<file path="src/pcs_consts.svh">
// Purpose: Constants for the phase calibration and power sign registers
// Assumes: Register index times four gives the AHB byte address
// Notes:   Offsets, field positions, reset values and code limits
`ifndef PCS_CONSTS_SVH
`define PCS_CONSTS_SVH

// ----------------------------------------------------------------
// Register indices
// ----------------------------------------------------------------
`define PCS_IDX_PHASE_A   16'he614
`define PCS_IDX_PHASE_B   16'he615
`define PCS_IDX_PHASE_C   16'he616
`define PCS_IDX_SIGN      16'he617
`define PCS_IDX_CTRL      16'he640
`define PCS_IDX_TERM_SEL  16'he641
`define PCS_IDX_QUANT_SEL 16'he642
`define PCS_IDX_IRQ_STAT  16'he643
`define PCS_IDX_IRQ_MASK  16'he644

// ----------------------------------------------------------------
// Fields and codes
// ----------------------------------------------------------------
`define PCS_CODE_W        10
`define PCS_CUR_MAX       10'h17f
`define PCS_ALIAS_MAX     10'h1ff
`define PCS_VOLT_LO       10'h200
`define PCS_VOLT_MAX      10'h23f
`define PCS_ALIAS_STEP    10'h080
`define PCS_ALIAS_BASE    10'h100
`define PCS_SIGN_W        9
`define PCS_BIT_SUM1      3
`define PCS_BIT_SUM2      7
`define PCS_BIT_SUM3      8
`define PCS_BIT_ACT_SEL   0
`define PCS_BIT_REACT_SEL 1

// ----------------------------------------------------------------
// Reset values
// ----------------------------------------------------------------
`define PCS_RST_CODE      10'h000
`define PCS_RST_SIGN      9'h000
`define PCS_RST_CTRL      2'h0
`define PCS_RST_TERM      9'h1ff
`define PCS_RST_QUANT     9'h088

`endif

</file>
<file path="src/pcs_pkg.sv">
// Purpose: Types shared by the phase calibration register block
// Assumes: Nothing beyond the constants header
// Notes:   Quantity codes follow the pulse quantity select encoding
`default_nettype none

package pcs_pkg;

	typedef logic [9:0] pcs_code_t;

	typedef logic [8:0] pcs_sign_t;

	typedef enum logic [2:0] {
		PCS_Q_ACT,
		PCS_Q_REACT,
		PCS_Q_APP,
		PCS_Q_FACT,
		PCS_Q_FREACT
	} pcs_quant_e;

endpackage

`default_nettype wire

</file>
<file path="src/pcs_regs.sv">
// Purpose: Phase delay calibration and power polarity registers, AHB-Lite
// Assumes: One slave on the bus, single word transfers
// Notes:   Reads take one wait state, writes none
//
// Our own choice: register access over AHB-Lite.
`timescale 1ns/100ps
`default_nettype none
`include "pcs_consts.svh"

module pcs_regs #(
	parameter int PW           = 24,
	parameter bit HAS_REACTIVE = 1'b1
) (
	input  wire logic                  clk,
	input  wire logic                  reset,
	input  wire logic                  hsel,
	input  wire logic [31:0]           haddr,
	input  wire logic [1:0]            htrans,
	input  wire logic                  hwrite,
	input  wire logic [2:0]            hsize,
	input  wire logic [31:0]           hwdata,
	input  wire logic                  hready,
	output logic                       hreadyout,
	output logic                       hresp,
	output logic [31:0]                hrdata,
	input  wire logic                  power_update,
	input  wire logic [3*PW-1:0]       total_active,
	input  wire logic [3*PW-1:0]       total_reactive,
	input  wire logic [3*PW-1:0]       apparent,
	input  wire logic [3*PW-1:0]       fund_active,
	input  wire logic [3*PW-1:0]       fund_reactive,
	output logic [26:0]                delay_comp_value,
	output logic [2:0]                 delay_on_voltage,
	output pcs_pkg::pcs_sign_t         power_polarity_status,
	output logic                       irq
);
	import pcs_pkg::*;

	// ----------------------------------------------------------------
	// Bus address and data phase tracking
	// ----------------------------------------------------------------
	logic        take;
	logic        dp_write;
	logic        dp_read;
	logic        rd_ready;
	logic [15:0] dp_index;
	logic        dp_mapped;
	logic [15:0] next_index;
	logic        next_mapped;

	assign take = hsel & htrans[1] & hready;
	assign next_index = haddr[17:2];
	assign next_mapped = (haddr[31:18] == 14'h0000) &
	                     (haddr[1:0] == 2'b00);

	always_ff @(posedge clk or posedge reset) begin
		if (reset) begin
			dp_write  <= 1'b0;
			dp_index  <= 16'h0000;
			dp_mapped <= 1'b0;
		end else if (hready) begin
			dp_write  <= take & hwrite;
			dp_index  <= next_index;
			dp_mapped <= next_mapped;
		end
	end

	// ----------------------------------------------------------------
	// Read wait state
	// ----------------------------------------------------------------

	always_ff @(posedge clk or posedge reset) begin
		if (reset) begin
			dp_read  <= 1'b0;
			rd_ready <= 1'b0;
		end else if (dp_read & rd_ready) begin
			dp_read  <= take & ~hwrite;
			rd_ready <= 1'b0;
		end else if (dp_read) begin
			rd_ready <= 1'b1;
		end else if (hready) begin
			dp_read  <= take & ~hwrite;
		end
	end

	// ----------------------------------------------------------------
	// Bus response
	// ----------------------------------------------------------------
	assign hreadyout = ~(dp_read & ~rd_ready);
	assign hresp     = 1'b0;

	// ----------------------------------------------------------------
	// Write strobe
	// ----------------------------------------------------------------
	logic wr_en;
	assign wr_en = dp_write & dp_mapped;

	function automatic logic hit(input logic [15:0] idx);
		hit = wr_en & (dp_index == idx);
	endfunction

	// ----------------------------------------------------------------
	// Phase calibration words
	// ----------------------------------------------------------------
	pcs_code_t cal_code [3];

	genvar g;
	generate
		for (g = 0; g < 3; g++) begin : g_cal
			logic [15:0] idx;
			assign idx = `PCS_IDX_PHASE_A + 16'(g);

			always_ff @(posedge clk or posedge reset) begin
				if (reset) begin
					cal_code[g] <= `PCS_RST_CODE;
				end else if (hit(idx)) begin
					cal_code[g] <= hwdata[9:0];
				end
			end

			pcs_code_t eff;
			logic      on_volt;

			always_comb begin
				eff     = cal_code[g];
				on_volt = 1'b0;
				if (cal_code[g] <= `PCS_CUR_MAX) begin
					eff = cal_code[g];
				end else if (cal_code[g] <= `PCS_ALIAS_MAX) begin
					eff = cal_code[g] - `PCS_ALIAS_STEP;
				end else if (cal_code[g] <= `PCS_VOLT_MAX) begin
					eff     = cal_code[g] - `PCS_VOLT_LO;
					on_volt = 1'b1;
				end else begin
					eff = `PCS_ALIAS_BASE + {3'b000, cal_code[g][6:0]};
				end
			end

			always_ff @(posedge clk or posedge reset) begin
				if (reset) begin
					delay_comp_value[g*9 +: 9] <= 9'h000;
					delay_on_voltage[g]        <= 1'b0;
				end else begin
					delay_comp_value[g*9 +: 9] <= eff[8:0];
					delay_on_voltage[g]        <= on_volt;
				end
			end
		end
	endgenerate

	// ----------------------------------------------------------------
	// Source and datapath selection
	// ----------------------------------------------------------------
	logic [1:0] ctrl;
	logic [8:0] term_sel;
	logic [8:0] quant_sel;

	// ----------------------------------------------------------------
	// Control word
	// ----------------------------------------------------------------

	always_ff @(posedge clk or posedge reset) begin
		if (reset) begin
			ctrl <= `PCS_RST_CTRL;
		end else if (hit(`PCS_IDX_CTRL)) begin
			ctrl <= hwdata[1:0];
		end
	end

	// ----------------------------------------------------------------
	// Datapath term select
	// ----------------------------------------------------------------

	always_ff @(posedge clk or posedge reset) begin
		if (reset) begin
			term_sel <= `PCS_RST_TERM;
		end else if (hit(`PCS_IDX_TERM_SEL)) begin
			term_sel <= hwdata[8:0];
		end
	end

	// ----------------------------------------------------------------
	// Datapath quantity select
	// ----------------------------------------------------------------

	always_ff @(posedge clk or posedge reset) begin
		if (reset) begin
			quant_sel <= `PCS_RST_QUANT;
		end else if (hit(`PCS_IDX_QUANT_SEL)) begin
			quant_sel <= hwdata[8:0];
		end
	end

	// ----------------------------------------------------------------
	// Per-phase quantity pick
	// ----------------------------------------------------------------
	function automatic logic [PW-1:0] pick(input logic [2:0] q,
	                                       input int         p);
		logic [PW-1:0] react;
		logic [PW-1:0] freact;
		react  = HAS_REACTIVE ? total_reactive[p*PW +: PW] : '0;
		freact = HAS_REACTIVE ? fund_reactive[p*PW +: PW] : '0;
		case (q)
			PCS_Q_REACT:  pick = react;
			PCS_Q_APP:    pick = apparent[p*PW +: PW];
			PCS_Q_FACT:   pick = fund_active[p*PW +: PW];
			PCS_Q_FREACT: pick = freact;
			default:      pick = total_active[p*PW +: PW];
		endcase
	endfunction

	// ----------------------------------------------------------------
	// Polarity computation
	// ----------------------------------------------------------------
	pcs_sign_t next_sign;
	logic [2:0] sum_neg;

	generate
		for (g = 0; g < 3; g++) begin : g_sum
			logic signed [PW+1:0] acc;
			always_comb begin
				acc = '0;
				for (int p = 0; p < 3; p++) begin
					if (term_sel[g*3 + p]) begin
						acc = acc + (PW+2)'($signed(
						      pick(quant_sel[g*3 +: 3], p)));
					end
				end
			end
			assign sum_neg[g] = acc[PW+1];
		end
	endgenerate

	// ----------------------------------------------------------------
	// Per-phase sign bits
	// ----------------------------------------------------------------
	generate
		for (g = 0; g < 3; g++) begin : g_phase
			logic [PW-1:0] act;
			logic [PW-1:0] rea;
			assign act = ctrl[`PCS_BIT_ACT_SEL] ?
			             fund_active[g*PW +: PW] :
			             total_active[g*PW +: PW];
			assign rea = ctrl[`PCS_BIT_REACT_SEL] ?
			             fund_reactive[g*PW +: PW] :
			             total_reactive[g*PW +: PW];
			assign next_sign[g] = act[PW-1];
			assign next_sign[4+g] = HAS_REACTIVE & rea[PW-1];
		end
	endgenerate

	// ----------------------------------------------------------------
	// Datapath sum bits
	// ----------------------------------------------------------------
	assign next_sign[`PCS_BIT_SUM1] = sum_neg[0];
	assign next_sign[`PCS_BIT_SUM2] = sum_neg[1];
	assign next_sign[`PCS_BIT_SUM3] = sum_neg[2];

	// ----------------------------------------------------------------
	// Sign register
	// ----------------------------------------------------------------

	always_ff @(posedge clk or posedge reset) begin
		if (reset) begin
			power_polarity_status <= `PCS_RST_SIGN;
		end else if (power_update) begin
			power_polarity_status <= next_sign;
		end
	end

	// ----------------------------------------------------------------
	// Interrupts on polarity change
	// ----------------------------------------------------------------
	pcs_sign_t irq_stat;
	pcs_sign_t irq_mask;
	pcs_sign_t flip;
	pcs_sign_t clr;

	assign flip = power_update ?
	              (next_sign ^ power_polarity_status) : 9'h000;
	assign clr  = hit(`PCS_IDX_IRQ_STAT) ? hwdata[8:0] : 9'h000;

	always_ff @(posedge clk or posedge reset) begin
		if (reset) begin
			irq_stat <= 9'h000;
		end else begin
			irq_stat <= (irq_stat & ~clr) | flip;
		end
	end

	// ----------------------------------------------------------------
	// Interrupt mask
	// ----------------------------------------------------------------

	always_ff @(posedge clk or posedge reset) begin
		if (reset) begin
			irq_mask <= 9'h000;
		end else if (hit(`PCS_IDX_IRQ_MASK)) begin
			irq_mask <= hwdata[8:0];
		end
	end

	// ----------------------------------------------------------------
	// Interrupt output
	// ----------------------------------------------------------------

	always_ff @(posedge clk or posedge reset) begin
		if (reset) begin
			irq <= 1'b0;
		end else begin
			irq <= |(irq_stat & irq_mask);
		end
	end

	// ----------------------------------------------------------------
	// Read data
	// ----------------------------------------------------------------
	logic [31:0] rd_mux;

	always_comb begin
		rd_mux = 32'h0000_0000;
		if (dp_mapped) begin
			case (dp_index)
				`PCS_IDX_PHASE_A:   rd_mux[9:0] = cal_code[0];
				`PCS_IDX_PHASE_B:   rd_mux[9:0] = cal_code[1];
				`PCS_IDX_PHASE_C:   rd_mux[9:0] = cal_code[2];
				`PCS_IDX_SIGN:      rd_mux[8:0] = power_polarity_status;
				`PCS_IDX_CTRL:      rd_mux[1:0] = ctrl;
				`PCS_IDX_TERM_SEL:  rd_mux[8:0] = term_sel;
				`PCS_IDX_QUANT_SEL: rd_mux[8:0] = quant_sel;
				`PCS_IDX_IRQ_STAT:  rd_mux[8:0] = irq_stat;
				`PCS_IDX_IRQ_MASK:  rd_mux[8:0] = irq_mask;
				default:            rd_mux = 32'h0000_0000;
			endcase
		end
	end

	// ----------------------------------------------------------------
	// Read data register
	// ----------------------------------------------------------------

	always_ff @(posedge clk or posedge reset) begin
		if (reset) begin
			hrdata <= 32'h0000_0000;
		end else if (dp_read & ~rd_ready) begin
			hrdata <= rd_mux;
		end
	end

endmodule

`default_nettype wire

</file>
<file path="config.mk">
export PLATFORM = sky130hd
export DESIGN_NAME = pcs_regs
export DESIGN_NICKNAME = d
export VERILOG_FILES = /design/src/pcs_pkg.sv /design/src/pcs_regs.sv
export VERILOG_INCLUDE_DIRS = /design/src
export SDC_FILE = /design/constraint.sdc
export NUM_CORES = 1
export LEC_CHECK = 0
export ABC_AREA = 1
export ABC_CLOCK_PERIOD_IN_PS = 6340
export BUFFER_PORTS_ARGS = -buffer_cell sky130_fd_sc_hd__buf_2
export CAP_MARGIN = 10
export CORE_AREA = 5 5 219 380
export CTS_CLUSTER_DIAMETER = 100
export DETAILED_ROUTE_END_ITERATION = 12
export DIE_AREA = 0 0 224 385
export HOLD_SLACK_MARGIN = 0.06
export PLACE_DENSITY = 0.43
export SLEW_MARGIN = 0
export SYNTH_ARGS = -nofsm -noshare
export SYNTH_HDL_FRONTEND = slang
export SYNTH_SLANG_ARGS = --single-unit
</file>
<file path="constraint.sdc">
create_clock -name clk -period 6.34 [get_ports clk]
set_input_delay 1.268 -clock clk [delete_from_list [all_inputs] [get_ports clk]]
set_output_delay 1.268 -clock clk [all_outputs]
set_load 0.1 [all_outputs]
</file>
==> metrics.csv <==
stage;metric;value;unit
sta;hold_ws;0.4152;ns
setup_path;rrSetupSlack;0.37;ns
yosys;synth_area_leaders;dfrtp_1 (16%), o22ai_1 (11%), nand2_1 (11%);
global_routing;grt.met3_usage;0.05439;
setup_path;arrival;6.29;ns
cts;clkSlewWorstSetupHoldPaths;0.07;ns
global_routing;grt_pass1_vias;25410;
route;ant_nets;0;
sta;fin_setup_tns;0;ns
yosys;ys_warn_count;0;
cts;cts_hold_buf;0;
setup_path;crit_start;quant_sel[2]$_DFFE_PP0P_;
placement;dp_hpwl;109.6;mm
setup_path;cp-start-kind;flip-flop;
floorplanning;die_w;224;um
floorplanning;ios;509;
yosys;synth_edf_count;0;
yosys;ys_seq_area_frac;0.1754;
yosys;yosysUniqueCellTypes;62;
cts;post_cts_buffers;0;
route;drc;0;
route;viasPerCell;5.398;
sta;slew_headroom;0.1866;
power;leakage;12.61;nW
floorplanning;die_y;385;um
worst_hold_path;min_path_cells;0;
setup_path;r2r_start;quant_sel[2]$_DFFE_PP0P_;
cts;clk-insertion-delay-late;0.44;ns
job;maxCapViolCount;0;
global_routing;use_met1;0.2920;
setup_path;crit_type;flip-flop to flip-flop;
sta;tightest_slew;1.220;ns
floorplanning;dieArea;86240;um^2
yosys;syn-cell-area;19770;um^2
global_routing;grt_pass1_wl;181.9;mm
cts;cts_tree;built;
yosys;ys_async_sr_fraction;1.000;
route;vias;26000;
setup_path;critPathMaxFanout;7;
yosys;synth_top_cell_by_area;dfrtp_1;
final_layout;area_delta_synth_final;24.93;%
cts;cts_sinks;138;
setup_path;timing.rr.end;irq_stat[3]$_DFF_PP0_;
route;wl_per_cell;27.29;um
route;drt_iter0_drc;2426;
global_routing;met2_usage;0.5058;
sta;setup_viol;0;
floorplanning;core;79710;um^2
yosys;synth-main-ff-cell;dfrtp_1;
global_routing;antenna_found_initial;37;
cts;clock_path_buffers;2;
global_routing;grt_usage;0.2897;
final_layout;drive_gt1_frac;0.1943;
sta;hold_viol;0;
setup_path;endpoint_kind;flip-flop;
final_layout;fillers;9187;
worst_hold_path;min_to;delay_comp_value[4]$_DFF_PP0_;
route;dr.pass1.iters;6;
yosys;ys_ff_latch;138;
sta;period_needed;5.972;ns
placement;io_buffer_count;459;
yosys;synth.most_common_cell;nand2_1;
cts;htreeDepth;4;
global_routing;grt_start_max_net_pins;88;
floorplanning;start_util;0.2480;
cts;cts_buffers;17;
setup_path;required;6.66;ns
yosys;synthTopCellsByCount;nand2_1 (574), inv_1 (502), o22ai_1 (352), nor2_1 (315), a21oi_1 (282);
power;vdd_ir_drop_max;203.7;uV
yosys;yosysTopAreaCellShare;0.1608;
yosys;syn_avg_cell_area;6.036;um^2
placement;gp_congestion;1.068;
sta;finalCritPeriodShare;0.9420;
status;outcome;complete, no violations;
global_routing;busiest_layer;met2;
global_routing;grt-ovfl-total;0;
worst_hold_path;hold_path.startpoint;cal_code[24]$_DFFE_PP0P_;
sta;max_freq;167.4;MHz
power;pwr_density_cell;138.1;nW/um^2
cts;cts-root-buf;clkbuf_16;
final_layout;fin_nets;4327;
yosys;synth_cells;3275;
sta;skew;0.01233;ns
worst_hold_path;min_path_type;flip-flop to flip-flop;
sta;rsz0062_at_grt;false;
setup_path;r2r.worst_path.cells;27;
sta;slew_viol_final;0;
cts;cts_resized;0;
route;routed_wirelength;131.4;mm
floorplanning;rows;137;
## cells by family (layout without fill, tap and decap cells)
family,count (synthesis),in the layout,synth area share
muxes,7,7,0.003988
other,1,40,0.0001897
and+or+nand+nor,1171,1171,0.2494
AOI/OAI and AO/OA,1047,1047,0.3113
buffers and inverters,715,1175,0.1438
xor gates and xnor gates,49,49,0.02171
DFF,138,138,0.1754
adders and majority gates,147,147,0.09419
## cell type report
class                      count  area, um^2  area share
antenna                       17       42.54    0.001723
clock inverter                12       118.9    0.004814
clock buffer                  19       432.9     0.01753
inverter                     516        1942     0.07864
timing repair buffer         628        3779      0.1530
tap                         1042        1304     0.05280
sequential                   138        3467      0.1404
multi-input combinational   2444       13610      0.5511
## how the worst max path moves through the flow
stage | to | slack, ns | depth (start not counted)
after floorplan | irq_stat[7]$_DFF_PP0_ | 1.19 | 34
after global placement | irq_stat[3]$_DFF_PP0_ | 0.27 | 28
after detailed placement | irq_stat[3]$_DFF_PP0_ | 0.22 | 28
after CTS | irq_stat[3]$_DFF_PP0_ | 0.42 | 28
after global routing | irq_stat[7]$_DFF_PP0_ | 0.06 | 34
final | irq_stat[3]$_DFF_PP0_ | 0.37 | 27
## worst max-delay path, cell delays in order, from the launching register on
cell	delay (ns)
dfrtp_1	0.50
inv_2	0.22
nand3_2	0.14
inv_1	0.41
buf_4	0.27
a221oi_1	0.10
a21oi_1	0.93
ha_1	0.44
nand2_1	0.11
inv_1	0.07
a21oi_1	0.25
o21ai_0	0.22
a21boi_0	0.26
xor2_1	0.09
o21ai_0	0.34
ha_1	0.32
nand2_1	0.09
nor2_1	0.06
nand2_1	0.06
o211ai_1	0.10
a21oi_1	0.23
nand3_1	0.17
nand3_1	0.12
nand2_1	0.07
nand2_1	0.10
nand2_1	0.05
nand3_1	0.06
nand2_1	0.05
## per-layer routing
| layer | routed length, um | part of all wire |
|---|---|---|
| met3 | 9532 | 0.073 |
| met5 | 162 | 0.0012 |
| met2 | 62640 | 0.48 |
| met4 | 14630 | 0.11 |
| met1 | 44460 | 0.34 |
## sequential cells by signal, summed over array words and instances, names as in the netlist
register and cells:
irq 1, power_polarity_status 9, term_sel 9, ctrl 2
irq_stat 9, dp_mapped 1, irq_mask 9, dp_write 1
hrdata 10, delay_comp_value 27, dp_index 16, dp_read 1
cal_code 30, rd_ready 1, delay_on_voltage 3, quant_sel 9
## cells in the final DEF (no fill, tap or decap), drive strengths merged, types with 8 or more instances in the layout
master,count
ha,144
nand3,127
buf,628
nand2,580
dfrtp,127
inv,515
nor4,14
nor3,74
a21oi,282
dfstp,11
o21ai,265
o21bai,8
a211oi,27
xnor2,20
o22ai,352
nand4,31
or2,16
a22oi,13
nor2,320
diode,17
xor2,29
clkbuf,19
a221oi,57
conb,23
## stage by stage
step / setup slack, ns / utilization / power (W) / std cells / cell area, um^2
2_1_floorplan: 1.191 / - / 0.001835 / 3297 / 19850
3_3_place_gp: 0.2746 / 0.3023 / 0.002445 / 4768 / 24100
3_5_place_dp: 0.2214 / 0.3023 / 0.002448 / 4768 / 24100
4_1_cts: 0.4176 / 0.3093 / 0.003416 / 4799 / 24650
5_1_grt: 0.05684 / 0.3095 / 0.003610 / 4807 / 24670
6_report: 0.3680 / 0.3098 / 0.003410 / 4816 / 24690
## power by group
part / internal [W] / leakage, nW / switching (W)
clock network: 0.000541 / 0.254 / 0.000420
logic: 0.000512 / 10.9 / 0.00101
registers: 0.000903 / 1.41 / 0.0000195
(Power assumes the default switching activity.)
